==> src/pkg/fid_pkg.sv <==
// Shared constants, types and the residency accumulate step for the
// forced idle duty cycling block.
// Assumes one clock domain and model register addresses of 12 bits.
package fid_pkg;

    ////////////////////////////////////////////////////////////////////////
    // Model register addresses.
    localparam logic [11:0] ADDR_PKG_ENABLE = 12'hDB0;
    localparam logic [11:0] ADDR_THREAD_ALLOW = 12'hDB1;
    localparam logic [11:0] ADDR_THREAD_STALL = 12'hDB2;
    localparam logic [11:0] ADDR_CORE_IDLE = 12'h653;
    localparam logic [11:0] ADDR_PKG_SHALLOW = 12'h655;
    localparam logic [11:0] ADDR_PKG_DEEP = 12'h656;
    localparam logic [11:0] ADDR_DEEP_CONFIG = 12'h652;

    ////////////////////////////////////////////////////////////////////////
    // Field positions and reset values.
    localparam int ENABLE_BIT = 0;
    localparam int ALLOW_BIT = 0;
    localparam int SELECT_LSB = 0;
    localparam int SELECT_W = 3;
    localparam logic RST_PKG_ENABLE = 1'h0;
    localparam logic RST_THREAD_ALLOW = 1'h1;
    localparam logic [2:0] RST_DEEP_SELECT = 3'h0;
    localparam logic [63:0] RST_COUNTER = 64'h0;

    ////////////////////////////////////////////////////////////////////////
    // Package C-state level input and deep select codes share one order.
    localparam logic [2:0] PKG_C0 = 3'h0;
    localparam logic [2:0] PKG_C2 = 3'h1;
    localparam logic [2:0] PKG_C3 = 3'h2;
    localparam logic [2:0] PKG_C6 = 3'h3;
    localparam logic [2:0] PKG_C7 = 3'h4;
    localparam logic [2:0] SEL_NONE = 3'h0;
    localparam logic [2:0] SEL_C2_ONLY = 3'h1;
    localparam logic [2:0] SEL_LAST = 3'h4;

    // Thread C-state request codes.
    localparam logic [2:0] CST_C0 = 3'h0;
    localparam logic [2:0] CST_C3 = 3'h3;

    // Default propagation delay of the package enable, in cycles.
    localparam int PROP_CYCLES_DEF = 64;
    localparam int TICK_DIV_DEF = 1;

    ////////////////////////////////////////////////////////////////////////
    // Residency accumulator: pending interval and visible count.
    typedef struct packed {
        logic on;
        logic [63:0] pend;
        logic [63:0] cnt;
    } fid_acc_s;

    // Counts ticks while the condition holds, folds them in on exit.
    function automatic fid_acc_s fid_acc_step(input fid_acc_s a,
                                              input logic cond,
                                              input logic tick);
        fid_acc_s r;
        r = a;
        if (cond) begin
            r.on = 1'b1;
            if (tick) begin
                r.pend = a.pend + 64'h1;
            end
        end else begin
            if (a.on) begin
                r.cnt = a.cnt + a.pend;
            end
            r.pend = 64'h0;
            r.on = 1'b0;
        end
        return r;
    endfunction : fid_acc_step

endpackage : fid_pkg

==> src/core/fid_thread.sv <==
// One logical processor: allow bit, forced idle state and stall counter.
// Assumes the parent gates allow writes by capability and thread index.
`timescale 1ns/1ps
`default_nettype none

module fid_thread (
    input wire logic mclk,
    input wire logic rst,
    input wire logic stampTick,
    input wire logic allowWr,
    input wire logic allowWdata,
    input wire logic enableArrived,
    input wire logic dutyPhase,
    input wire logic holdOff,
    input wire logic threadActive,
    output logic allowBit,
    output logic forcedIdle,
    output logic refCountEn,
    output logic actCountEn,
    output logic [2:0] cstateReq,
    output logic [63:0] stallCount
);

    typedef struct packed {
        logic allow;
        logic forced;
        logic refEn;
        logic actEn;
        logic [2:0] cst;
        fid_pkg::fid_acc_s acc;
    } fid_thread_s;

    fid_thread_s s;
    fid_thread_s n;

    ////////////////////////////////////////////////////////////////////////
    // Next state.
    always_comb begin
        n = s;
        if (allowWr) begin
            n.allow = allowWdata;
        end
        // The latest completed allow value is used whenever enable arrives.
        n.forced = enableArrived & s.allow & dutyPhase & ~holdOff;
        n.refEn = threadActive | n.forced;
        n.actEn = threadActive & ~n.forced;
        n.cst = n.forced ? fid_pkg::CST_C3 : fid_pkg::CST_C0;
        n.acc = fid_pkg::fid_acc_step(s.acc, s.forced, stampTick);
    end

    always_ff @(posedge mclk or posedge rst) begin
        if (rst) begin
            s <= '0;
            s.allow <= fid_pkg::RST_THREAD_ALLOW;
        end else begin
            s <= n;
        end
    end

    assign allowBit = s.allow;
    assign forcedIdle = s.forced;
    assign refCountEn = s.refEn;
    assign actCountEn = s.actEn;
    assign cstateReq = s.cst;
    assign stallCount = s.acc.cnt;

    ////////////////////////////////////////////////////////////////////////
    // Checks.
    property p_wake;
        @(posedge mclk) disable iff (rst)
        $fell(enableArrived) |=> !forcedIdle;
    endproperty
    a_wake: assert property (p_wake)
        else $error("Thread stayed idle after enable fell.");

    property p_blocked;
        @(posedge mclk) disable iff (rst)
        !allowBit |=> !forcedIdle;
    endproperty
    a_blocked: assert property (p_blocked)
        else $error("Blocked thread was forced idle.");

    property p_stall_on_exit;
        @(posedge mclk) disable iff (rst)
        $changed(stallCount) |-> !$past(forcedIdle) && $past(forcedIdle, 2);
    endproperty
    a_stall_on_exit: assert property (p_stall_on_exit)
        else $error("Stall count moved outside an idle exit.");

    property p_perf_counts;
        @(posedge mclk) disable iff (rst)
        forcedIdle |-> refCountEn && !actCountEn;
    endproperty
    a_perf_counts: assert property (p_perf_counts)
        else $error("Cycle counter enables wrong during forced idle.");

    property p_cstate;
        @(posedge mclk) disable iff (rst)
        forcedIdle |-> cstateReq >= fid_pkg::CST_C3;
    endproperty
    a_cstate: assert property (p_cstate)
        else $error("Forced idle thread not in C3 or deeper.");

endmodule : fid_thread

`default_nettype wire

==> src/core/fid_duty_cycling.sv <==
// Package level forced idle duty cycling with its residency counters.
// Assumes one model register request at a time, synchronous to mclk.
`timescale 1ns/1ps
`default_nettype none

// What this block does
// - Package enable resets to 0; when set, allowed threads may be idled.
// - Enable falling wakes every thread idled under it.
// - Enable and allow bits take writes only with capability set.
// - One shared enable per package, writable from any thread.
// - Enable changes reach threads after a long propagation delay.
// - Each thread has an allow bit resetting to 1; clear means never idled.
// - Any blocked thread may stop duty cycling of all others.
// - Enable arriving at a thread uses its last completed allow write.
// - Per-thread stall counter, tick rate, added only after idle exit.
// - Stall counter is readable whenever capability is set.
// - Per-core counter of deep core idle with a forced thread.
// - Core counter access without capability raises a protection fault.
// - Package shallow counter of C2 time with a forced core.
// - Package deep counter of selected C-state time with forced core.
// - Deep select bits 2:0 reset 0: none, C2, C3+, C6+, C7+.
// - Package counters and config fault without capability.
// - Reference cycles keep counting in forced idle; actual cycles stop.
// - Forced idle places the thread in C3 or deeper.
module fid_duty_cycling #(
    parameter int NUM_CORES = 2,
    parameter int THREADS_PER_CORE = 2,
    parameter int PROP_CYCLES = fid_pkg::PROP_CYCLES_DEF,
    parameter int TICK_DIV = fid_pkg::TICK_DIV_DEF,
    parameter bit STOP_ALL_ON_BLOCK = 1'b1,
    localparam int NT = NUM_CORES * THREADS_PER_CORE,
    localparam int TW = (NT > 1) ? $clog2(NT) : 1
) (
    input wire logic mclk,
    input wire logic rst,
    input wire logic capability,
    input wire logic msrReq,
    input wire logic msrWrite,
    input wire logic [11:0] msrAddr,
    input wire logic [TW-1:0] msrThread,
    input wire logic [63:0] msrWdata,
    input wire logic dutyPhase,
    input wire logic [NT-1:0] threadActive,
    input wire logic [NUM_CORES-1:0] coreDeep,
    input wire logic [2:0] pkgCState,
    output logic msrAck,
    output logic msrFault,
    output logic [63:0] msrRdata,
    output logic [NT-1:0] forcedIdle,
    output logic [NT-1:0] refCountEn,
    output logic [NT-1:0] actCountEn,
    output logic [NT*3-1:0] cstateReq
);

    if (NUM_CORES < 1 || THREADS_PER_CORE < 1) begin : g_bad_size
        $error("Core and thread counts must be at least one.");
    end
    if (PROP_CYCLES < 1 || PROP_CYCLES > 65535) begin : g_bad_prop
        $error("Propagation delay must be 1 to 65535 cycles.");
    end
    if (TICK_DIV < 1 || TICK_DIV > 256) begin : g_bad_div
        $error("Timestamp divider must be 1 to 256.");
    end

    typedef struct packed {
        logic pkgEnable;
        logic propEnable;
        logic [15:0] propCnt;
        logic [2:0] deepSel;
        logic [7:0] tickCnt;
        logic tickPulse;
        logic ack;
        logic fault;
        logic [63:0] rdata;
        fid_pkg::fid_acc_s [NUM_CORES-1:0] core;
        fid_pkg::fid_acc_s shallow;
        fid_pkg::fid_acc_s deep;
    } fid_top_s;

    fid_top_s s;
    fid_top_s n;

    logic [NT-1:0] allowWr;
    logic [NT-1:0] allowVec;
    logic [NT-1:0] forcedVec;
    logic [NT-1:0][63:0] stallVec;
    logic holdOff;
    logic anyForced;
    logic deepMatch;
    logic [TW-1:0] coreIdx;

    ////////////////////////////////////////////////////////////////////////
    // Per-thread logic.
    for (genvar t = 0; t < NT; t++) begin : g_thread
        fid_thread u_thread (
            .mclk(mclk),
            .rst(rst),
            .stampTick(s.tickPulse),
            .allowWr(allowWr[t]),
            .allowWdata(msrWdata[fid_pkg::ALLOW_BIT]),
            .enableArrived(s.propEnable),
            .dutyPhase(dutyPhase),
            .holdOff(holdOff),
            .threadActive(threadActive[t]),
            .allowBit(allowVec[t]),
            .forcedIdle(forcedVec[t]),
            .refCountEn(refCountEn[t]),
            .actCountEn(actCountEn[t]),
            .cstateReq(cstateReq[t*3 +: 3]),
            .stallCount(stallVec[t])
        );
    end

    assign forcedIdle = forcedVec;
    assign holdOff = STOP_ALL_ON_BLOCK && !(&allowVec);
    assign anyForced = |forcedVec;
    assign coreIdx = TW'(int'(msrThread) / THREADS_PER_CORE);

    ////////////////////////////////////////////////////////////////////////
    // Deep counter state match.
    always_comb begin
        if (s.deepSel == fid_pkg::SEL_C2_ONLY) begin
            deepMatch = (pkgCState == fid_pkg::PKG_C2);
        end else if (s.deepSel == fid_pkg::SEL_NONE
                     || s.deepSel > fid_pkg::SEL_LAST) begin
            deepMatch = 1'b0;
        end else begin
            deepMatch = (pkgCState >= s.deepSel);
        end
    end

    ////////////////////////////////////////////////////////////////////////
    // Next state.
    always_comb begin
        n = s;
        allowWr = '0;
        n.ack = 1'b0;
        n.fault = 1'b0;
        n.tickPulse = (s.tickCnt == 8'(TICK_DIV - 1));
        n.tickCnt = n.tickPulse ? 8'h0 : s.tickCnt + 8'h1;

        // Enable propagates to the threads only after the delay.
        if (s.pkgEnable == s.propEnable) begin
            n.propCnt = 16'h0;
        end else if (s.propCnt == 16'(PROP_CYCLES - 1)) begin
            n.propEnable = s.pkgEnable;
            n.propCnt = 16'h0;
        end else begin
            n.propCnt = s.propCnt + 16'h1;
        end

        for (int c = 0; c < NUM_CORES; c++) begin
            n.core[c] = fid_pkg::fid_acc_step(s.core[c],
                coreDeep[c] & (|forcedVec[c*THREADS_PER_CORE +:
                THREADS_PER_CORE]), s.tickPulse);
        end
        n.shallow = fid_pkg::fid_acc_step(s.shallow,
            (pkgCState == fid_pkg::PKG_C2) & anyForced,
            s.tickPulse);
        n.deep = fid_pkg::fid_acc_step(s.deep, deepMatch & anyForced,
            s.tickPulse);

        if (msrReq) begin
            n.ack = 1'b1;
            n.rdata = 64'h0;
            unique case (msrAddr)
                fid_pkg::ADDR_PKG_ENABLE: begin
                    if (!capability) begin
                        n.fault = 1'b1;
                    end else if (msrWrite) begin
                        // Upper bits are expected zero and are dropped.
                        n.pkgEnable = msrWdata[fid_pkg::ENABLE_BIT];
                    end else begin
                        n.rdata[fid_pkg::ENABLE_BIT] = s.pkgEnable;
                    end
                end
                fid_pkg::ADDR_THREAD_ALLOW: begin
                    if (!capability) begin
                        n.fault = 1'b1;
                    end else if (msrWrite) begin
                        allowWr[msrThread] = 1'b1;
                    end else begin
                        n.rdata[fid_pkg::ALLOW_BIT] = allowVec[msrThread];
                    end
                end
                fid_pkg::ADDR_THREAD_STALL: begin
                    if (!capability) begin
                        n.fault = 1'b1;
                    end else if (!msrWrite) begin
                        n.rdata = stallVec[msrThread];
                    end
                end
                fid_pkg::ADDR_CORE_IDLE: begin
                    if (!capability) begin
                        n.fault = 1'b1;
                    end else if (!msrWrite) begin
                        n.rdata = s.core[coreIdx].cnt;
                    end
                end
                fid_pkg::ADDR_PKG_SHALLOW: begin
                    if (!capability) begin
                        n.fault = 1'b1;
                    end else if (!msrWrite) begin
                        n.rdata = s.shallow.cnt;
                    end
                end
                fid_pkg::ADDR_PKG_DEEP: begin
                    if (!capability) begin
                        n.fault = 1'b1;
                    end else if (!msrWrite) begin
                        n.rdata = s.deep.cnt;
                    end
                end
                fid_pkg::ADDR_DEEP_CONFIG: begin
                    if (!capability) begin
                        n.fault = 1'b1;
                    end else if (msrWrite) begin
                        n.deepSel = msrWdata[fid_pkg::SELECT_LSB +:
                            fid_pkg::SELECT_W];
                    end else begin
                        n.rdata[fid_pkg::SELECT_LSB +: fid_pkg::SELECT_W] =
                            s.deepSel;
                    end
                end
                default: begin
                    n.fault = 1'b1;
                end
            endcase
        end
    end

    always_ff @(posedge mclk or posedge rst) begin
        if (rst) begin
            s <= '0;
            s.pkgEnable <= fid_pkg::RST_PKG_ENABLE;
            s.deepSel <= fid_pkg::RST_DEEP_SELECT;
        end else begin
            s <= n;
        end
    end

    assign msrAck = s.ack;
    assign msrFault = s.fault;
    assign msrRdata = s.rdata;

    ////////////////////////////////////////////////////////////////////////
    // Checks.
    property p_cap_write;
        @(posedge mclk) disable iff (rst)
        msrReq && msrWrite && !capability |=> $stable(s.pkgEnable)
            && msrFault;
    endproperty
    a_cap_write: assert property (p_cap_write)
        else $error("Write took effect without capability.");

    property p_pkg_write;
        @(posedge mclk) disable iff (rst)
        msrReq && msrWrite && capability
            && msrAddr == fid_pkg::ADDR_PKG_ENABLE
            |=> s.pkgEnable == $past(msrWdata[0]) && msrAck;
    endproperty
    a_pkg_write: assert property (p_pkg_write)
        else $error("Package enable write not stored.");

    property p_prop_delay;
        @(posedge mclk) disable iff (rst)
        $changed(s.propEnable) |-> $past(s.pkgEnable != s.propEnable);
    endproperty
    a_prop_delay: assert property (p_prop_delay)
        else $error("Propagated enable moved without a change.");

    property p_core_fault;
        @(posedge mclk) disable iff (rst)
        msrReq && !capability && msrAddr == fid_pkg::ADDR_CORE_IDLE
            |=> msrAck && msrFault;
    endproperty
    a_core_fault: assert property (p_core_fault)
        else $error("Core counter access did not fault.");

    property p_stall_read;
        @(posedge mclk) disable iff (rst)
        msrReq && !msrWrite && capability
            && msrAddr == fid_pkg::ADDR_THREAD_STALL
            |=> msrAck && !msrFault;
    endproperty
    a_stall_read: assert property (p_stall_read)
        else $error("Stall counter read refused.");

    property p_deep_off;
        @(posedge mclk) disable iff (rst)
        (s.deepSel == fid_pkg::SEL_NONE) [*3] |-> $stable(s.deep.cnt);
    endproperty
    a_deep_off: assert property (p_deep_off)
        else $error("Deep counter moved with counting off.");

    property p_block_all;
        @(posedge mclk) disable iff (rst)
        STOP_ALL_ON_BLOCK && !(&allowVec) |=> !anyForced;
    endproperty
    a_block_all: assert property (p_block_all)
        else $error("Duty cycling went on with a blocked thread.");

    property p_enable_off;
        @(posedge mclk) disable iff (rst)
        !s.propEnable |=> !anyForced;
    endproperty
    a_enable_off: assert property (p_enable_off)
        else $error("Thread forced idle with enable clear.");

    property p_shallow_fold;
        @(posedge mclk) disable iff (rst)
        $changed(s.shallow.cnt) |-> !s.shallow.on && $past(s.shallow.on);
    endproperty
    a_shallow_fold: assert property (p_shallow_fold)
        else $error("Shallow count moved outside a C2 exit.");

endmodule : fid_duty_cycling

`default_nettype wire

==> config.mk <==
export PLATFORM = sky130hd
export DESIGN_NAME = fid_duty_cycling
export DESIGN_NICKNAME = d
export VERILOG_FILES = /design/src/pkg/fid_pkg.sv /design/src/core/fid_thread.sv /design/src/core/fid_duty_cycling.sv
export SDC_FILE = /design/constraint.sdc
export NUM_CORES = 2
export LEC_CHECK = 0
export BUFFER_PORTS_ARGS = -buffer_cell sky130_fd_sc_hd__buf_4
export CAP_MARGIN = 20
export CORE_UTILIZATION = 34
export DETAILED_ROUTE_END_ITERATION = 8
export PLACE_DENSITY_LB_ADDON = 0.3
export SYNTH_ARGS = -nofsm -noshare
export SYNTH_HDL_FRONTEND = slang
export SYNTH_SLANG_ARGS = --single-unit
==> constraint.sdc <==
create_clock -name mclk -period 51.4 [get_ports mclk]
set_clock_uncertainty 0.2 [all_clocks]
set_input_delay 5.14 -clock mclk [delete_from_list [all_inputs] [get_ports mclk]]
set_output_delay 5.14 -clock mclk [all_outputs]
set_load 0.005 [all_outputs]
After elaboration in Yosys (flattened, before gate mapping)
Index checks and enable logic that the tools add are counted.
W data, S select, Z words.
{"block": "op_classes", "add_sub_neg": 18, "n_mux": 57, "order_cmp": 5, "n_eq_ne": 19, "reduce_logical": 20, "bitwise": 37}
{"operator": "$mux W64", "count": 19}
{"operator": "$mux W65", "count": 8}
{"operator": "$add A64 B1 Y64 const B", "count": 8}
{"operator": "$add A64 B64 Y64", "count": 8}
{"operator": "$pmux W61 S4", "count": 1}
{"operator": "$bmux W64 S2", "count": 1}
{"operator": "$mux W66", "count": 1}
{"operator": "$eq A12 B11 Y1 const B", "count": 4}
{"operator": "$eq A12 B12 Y1 const B", "count": 3}
{"operator": "$mux W16", "count": 2}
{"operator": "$and A1 B1 Y1", "count": 20}
{"operator": "$reduce_and A2 Y1", "count": 9}
{"operator": "$add A16 B1 Y16 const B", "count": 1}
{"operator": "$eq A16 B6 Y1 const B", "count": 1}
{"operator": "$mux W4", "count": 4}
{"operator": "$ne A2 B2 Y1 const B", "count": 8}
{"operator": "$not A1 Y1", "count": 13}
{"operator": "$reduce_and A4 Y1", "count": 3}
{"operator": "$mux W1", "count": 10}
{"operator": "$pmux W2 S5", "count": 1}
{"operator": "$add A8 B1 Y8 const B", "count": 1}
{"operator": "$logic_not A8 Y1", "count": 1}
{"operator": "$mux W2", "count": 4}
{"operator": "$mux W8", "count": 1}
{"operator": "18 further kinds", "count": 24}
{"block": "word_totals", "elab_cells": 209, "output_inout_bits": 90, "regBits": 1156, "in_bits": 93}

Depth between registers and ports, before layout
{"block": "depth", "word_depth": 8, "depth_mapped": 15, "ltp_nobuf": 15}

Hierarchy
From an unflattened synthesis, not the netlist that was laid out.
{"block": "hier_totals", "cells_unflattened": 9650, "area_unflattened_um2": 83117.2}
{"mod": "fid_duty_cycling", "cells_per_inst": 5032, "n_inst": 1, "area_each_um2": 43469.2, "seq_area_each_um2": 15314.7}
{"mod": "fid_thread at g_thread[0].u_thread ...", "cells_per_inst": 1144, "n_inst": 3, "area_each_um2": 9841.9, "seq_area_each_um2": 3329.4}
{"mod": "fid_thread at g_thread[3].u_thread", "cells_per_inst": 1186, "n_inst": 1, "area_each_um2": 10122.2, "seq_area_each_um2": 3329.4}

Least setup slack after synthesis
Ideal clock, no wire load.
{"block": "synth_path", "kind": "input port to flip-flop", "from": "in msrThread[1]", "to": "reg s, in the netlist msrRdata[10]", "required_time_ns": 51.059, "path_stages": 8, "slack_ns": 43.860, "path_buffers": 4, "setup_time_ns": 0.141, "t_arrival_ns": 7.199, "path_cell_list": "clkbuf_1 buf_1 clkbuf_1 buf_1 mux2i_1 o21ai_0 a221oi_1 o22ai_1"}
{"block": "synth_between", "elab_chain_len": 5, "word_cells_on_any_way": 9, "cone_classes": "mux (9)"}
{"element": "from (decl)", "line": "fid_duty_cycling.sv:40", "source": "input wire logic [TW-1:0] msrThread,"}
{"element": "$bmux W64 S2 / $mux W64 (equally long branches)", "line": "fid_duty_cycling.sv:190, fid_duty_cycling.sv:197"}
{"element": "$mux W64, on equally long branches", "line": "fid_duty_cycling.sv:190, fid_duty_cycling.sv:197"}
{"element": "$mux W64, on equally long branches", "line": "fid_duty_cycling.sv:189, fid_duty_cycling.sv:196"}
{"element": "$mux W64, on equally long branches", "line": "fid_duty_cycling.sv:187, fid_duty_cycling.sv:194"}
{"element": "$pmux W61 S4 *", "line": "fid_duty_cycling.sv:166", "source": "unique case (msrAddr)"}
{"element": "to (signal assigned)", "line": "fid_duty_cycling.sv:238", "source": "s <= n;"}
{"element": "to (decl)", "line": "fid_duty_cycling.sv:80", "source": "fid_top_s s;"}
Every way passes the cells marked *; elsewhere a longest branch is shown, timed or not. The select of a mux whose other input is x is not followed.
A chain may end at the register's enable or synchronous reset.

==> impl_results.md <==
* Worst-Skew Late Latency at 0.82 ns
* Post-CTS Setup Inserts at 0
* H-Tree Depth at 4
* Top achievable clock speed at 0.1159 GHz
* Buffer type at the clock tree root: clkbuf_16
* Vert. Die Dim at 483.0 um
* Post-route DRC at 0
* Post-Syn Area at 78,670 sq um
* CP max stage cell: buf_4
* Layout area overhead at 10.50%
* Peak supply drop at 0.02754 mV
* Final Hold Vio Count at 0
* Final Setup Violations at 0
* Fin. max-slew vios at 0
* Crit end category: async pin
* Io pins at 183
* Slew headroom at 0.2066
* Slew @ Worst Pin at 1.181 ns
* Placed cell count at 11,740
* Core Region at 229,900 sq um
* Half-perimeter wire length after placement at 168.1 mm
* Area after DPL at 81,870 sq um
* DIE WIDTH at 483.0 um
* Number of global-route vias before repair at 62,750
* Power density cells at 23.08 nW/um^2
* Routed vias at 63,940
* Crit path from: rst
* Clock power frac at 0.535
* Place WS at 41.63 ns
* Total die area at 233,300 sq um
* Crit Path Class: in -> async
* Share of layout cells above drive strength 1 at 0.06661
* N_diodes at 0
* Final Util at 0.3781
* P_int at 1.550 mW
* Post-CTS Resized at 0
* Pleak at 38.46 nW
* Area leader, netlist: dfrtp_1
* TritonRoute pass-1 iters at 7
* TNS Setup at 0 ns
* Layout Nets at 9,477
* Largest net degree at the start of global routing at 184
* Status: complete, no violations
* Clk sinks at 1,144
* Synthesis Warnings at 0
* GRT overflow at 0
* Netlist cell types at 92
* CTS buffer count at 145
* Vias/cell at 5.327
* Psw at 0.4563 mW
* Post-synth top cells: dfrtp_1 (1,140), nand2_1 (1,119), o21ai_0 (877)
* Total power at 2.006 mW
* Combinational power share at 0.015
* CTS tree: done
* Seq/Total Area, Yosys at 0.3640
* Number of synthesized flops with an enable pin at 0
* Gr usage total at 0.1839
* CP arrival at 9.25 ns
* CTS Buffer Depth at 3
* Sequential Power Share at 0.449
* Async SR Flop Fraction at 1.000
* Flops & latches, synth at 1,144
* Crit start category: primary input
* Initial antenna violation count at 4
* Post-layout worst setup margin at 42.78 ns
* Reg2reg start: g_thread[2].u_thread.s[82]
* IO buf count at 117
* Fin crit period at 8.624 ns
* Area share of the largest cell type after synthesis at 0.3626
* Most frequent cell after synthesis: dfrtp_1
* Peak fanout along the critical path at 124
* Number of fill cells at 22,920
* Most frequent CP cell: buf_4
* Mapped Cells at 8,989
* Clock slew at reported path FFs at 0.06 ns
* Mean Syn Cell Area at 8.752 sq um
* Initial Util at 0.3422
* Avg WL per Cell at 18.09 um
* Final worst path period share at 0.1678
* Synth area leaders: dfrtp_1 (36%), ha_1 (8.2%), xnor2_1 (5.7%), o21ai_0 (5.6%), nand2_1 (5.3%)
* WP data required at 52.02 ns
* First-pass GRT wire length at 346.2 mm
* DR iter-0 viols at 4,333
* CP max stage delay at 0.84 ns
* Switching part of the total power at 0.2274
* Number of max-cap violations at 0
* RSZ-0062 raised after global routing: false
* Main synth FF type: dfrtp_1
* Fin area at 86,930 sq um
* Final WL at 217.1 mm
* Cts hold-fix bufs at 0
* Crit-path cells: buf_4 -> inv_8 -> buf_4 -> buf_4 -> buf_4 -> buf_4
* Hold Crit Class: reg -> reg
* Hold Path Origin: s[590]
* Global placement routability congestion at 0.9186
* FP Rows at 176
* DRT antenna net count at 0
* Final Non-Filler Cells at 12,000
* Hold WS at 0.2687 ns
-- worst paths after layout --
| check | to | slack [ns] | cells past startpoint |
|---|---|---|---|
| max reg2reg | g_thread[2].u_thread.stallCount[60] | 46.25 | 13 |
| max | g_thread[1].u_thread.s[82] | 42.78 | 6 |
| max in group mclk | s[63] | 43.53 | 15 |
| min reg2reg | s[590] | 0.27 | 1 |
| min in group asynchronous | s[76] | 4.31 | 2 |
| min | s[590] | 0.27 | 1 |
-- cell families (layout without fill, tap and decap cells) --
| family | Yosys count | count (layout) | share of synthesized area |
|---|---|---|---|
| flip-flops | 1144 | 1144 | 0.3640 |
| adder cells (fa/ha/maj) | 526 | 526 | 0.08442 |
| AND/OR/NAND/NOR | 3092 | 3092 | 0.1889 |
| other | 1 | 4 | 0.00004767 |
| buffers and inverters | 675 | 660 | 0.03650 |
| multiplexers | 174 | 174 | 0.03305 |
| XOR/XNOR | 928 | 928 | 0.1033 |
| AO/OA/AOI/OAI | 2449 | 2449 | 0.1897 |
-- cell type report --
class / instances / area (sq um) / share of cell area
repair buffers: 168 / 1305 / 0.01501
multi-input cells: 7173 / 47280 / 0.5439
inverters: 226 / 855.8 / 0.009845
clock inverters: 62 / 818.3 / 0.009413
flip-flops and latches: 1144 / 28640 / 0.3294
well taps: 3026 / 3786 / 0.04355
clock buffers: 204 / 4244 / 0.04882
-- sequential cells by signal (all words and copies together) (netlist names) --
signal and flops:
g_thread.u_thread.s 260, msrAck 1, g_thread.u_thread.stallCount 256, g_thread.u_thread.cstateReq 4, msrFault 1, g_thread.u_thread.actCountEn 4
g_thread.u_thread.allowBit 4, g_thread.u_thread.refCountEn 4, msrRdata 64, s 546
-- critical path: cells and delay by family --
family	cells	cell delay [ns]
buffers and inverters	6	3.89
-- metal layers --
metal | routed length [um] | vias up | share of wire | global-route usage
met1 | 105300 | 30360 | 0.49 | 0.2555
met3 | 7395 | 416 | 0.034 | 0.01929
li1 | - | 31880 | - | -
met2 | 97010 | 1287 | 0.45 | 0.2944
met5 | 0 | - | 0 | 0
met4 | 7403 | 0 | 0.034 | 0.06715
-- layout by cell type, fill, tap and decap left out, types with 27 or more instances in the layout --
cell	count
mux2_2	36
a21oi_1	590
o22ai_1	69
clkbuf_16	148
a21boi_0	39
and2_1	277
nand4_1	219
clkbuf_8	34
buf_4	164
o21bai_1	98
o31ai_1	41
nor2_1	580
inv_1	225
a21o_1	285
nand2b_1	63
o211ai_1	34
nand2_1	1114
a211oi_1	51
and3_1	143
ha_1	518
xor2_1	416
xnor2_1	512
nor2b_1	89
mux2i_1	73
clkinv_2	28
o21ai_0	875
or3_1	89
dfrtp_1	1135
mux4_2	65
a221oi_1	76
and4_1	45
or2_2	27
nand3_1	271
nor3_1	89
a31oi_1	68
o21a_1	50
-- power groups by stage --
stage	Sequential, mW	Combinational (mW)	Clock (mW)
floorplan	0.919	0.0216	0
global placement	0.918	0.0318	0
detailed placement	0.918	0.0328	0
CTS	0.901	0.0328	1.11
global route	0.901	0.0357	1.14
finish	0.902	0.0307	1.07
No activity file was read; power rests on OpenSTA's default activity.
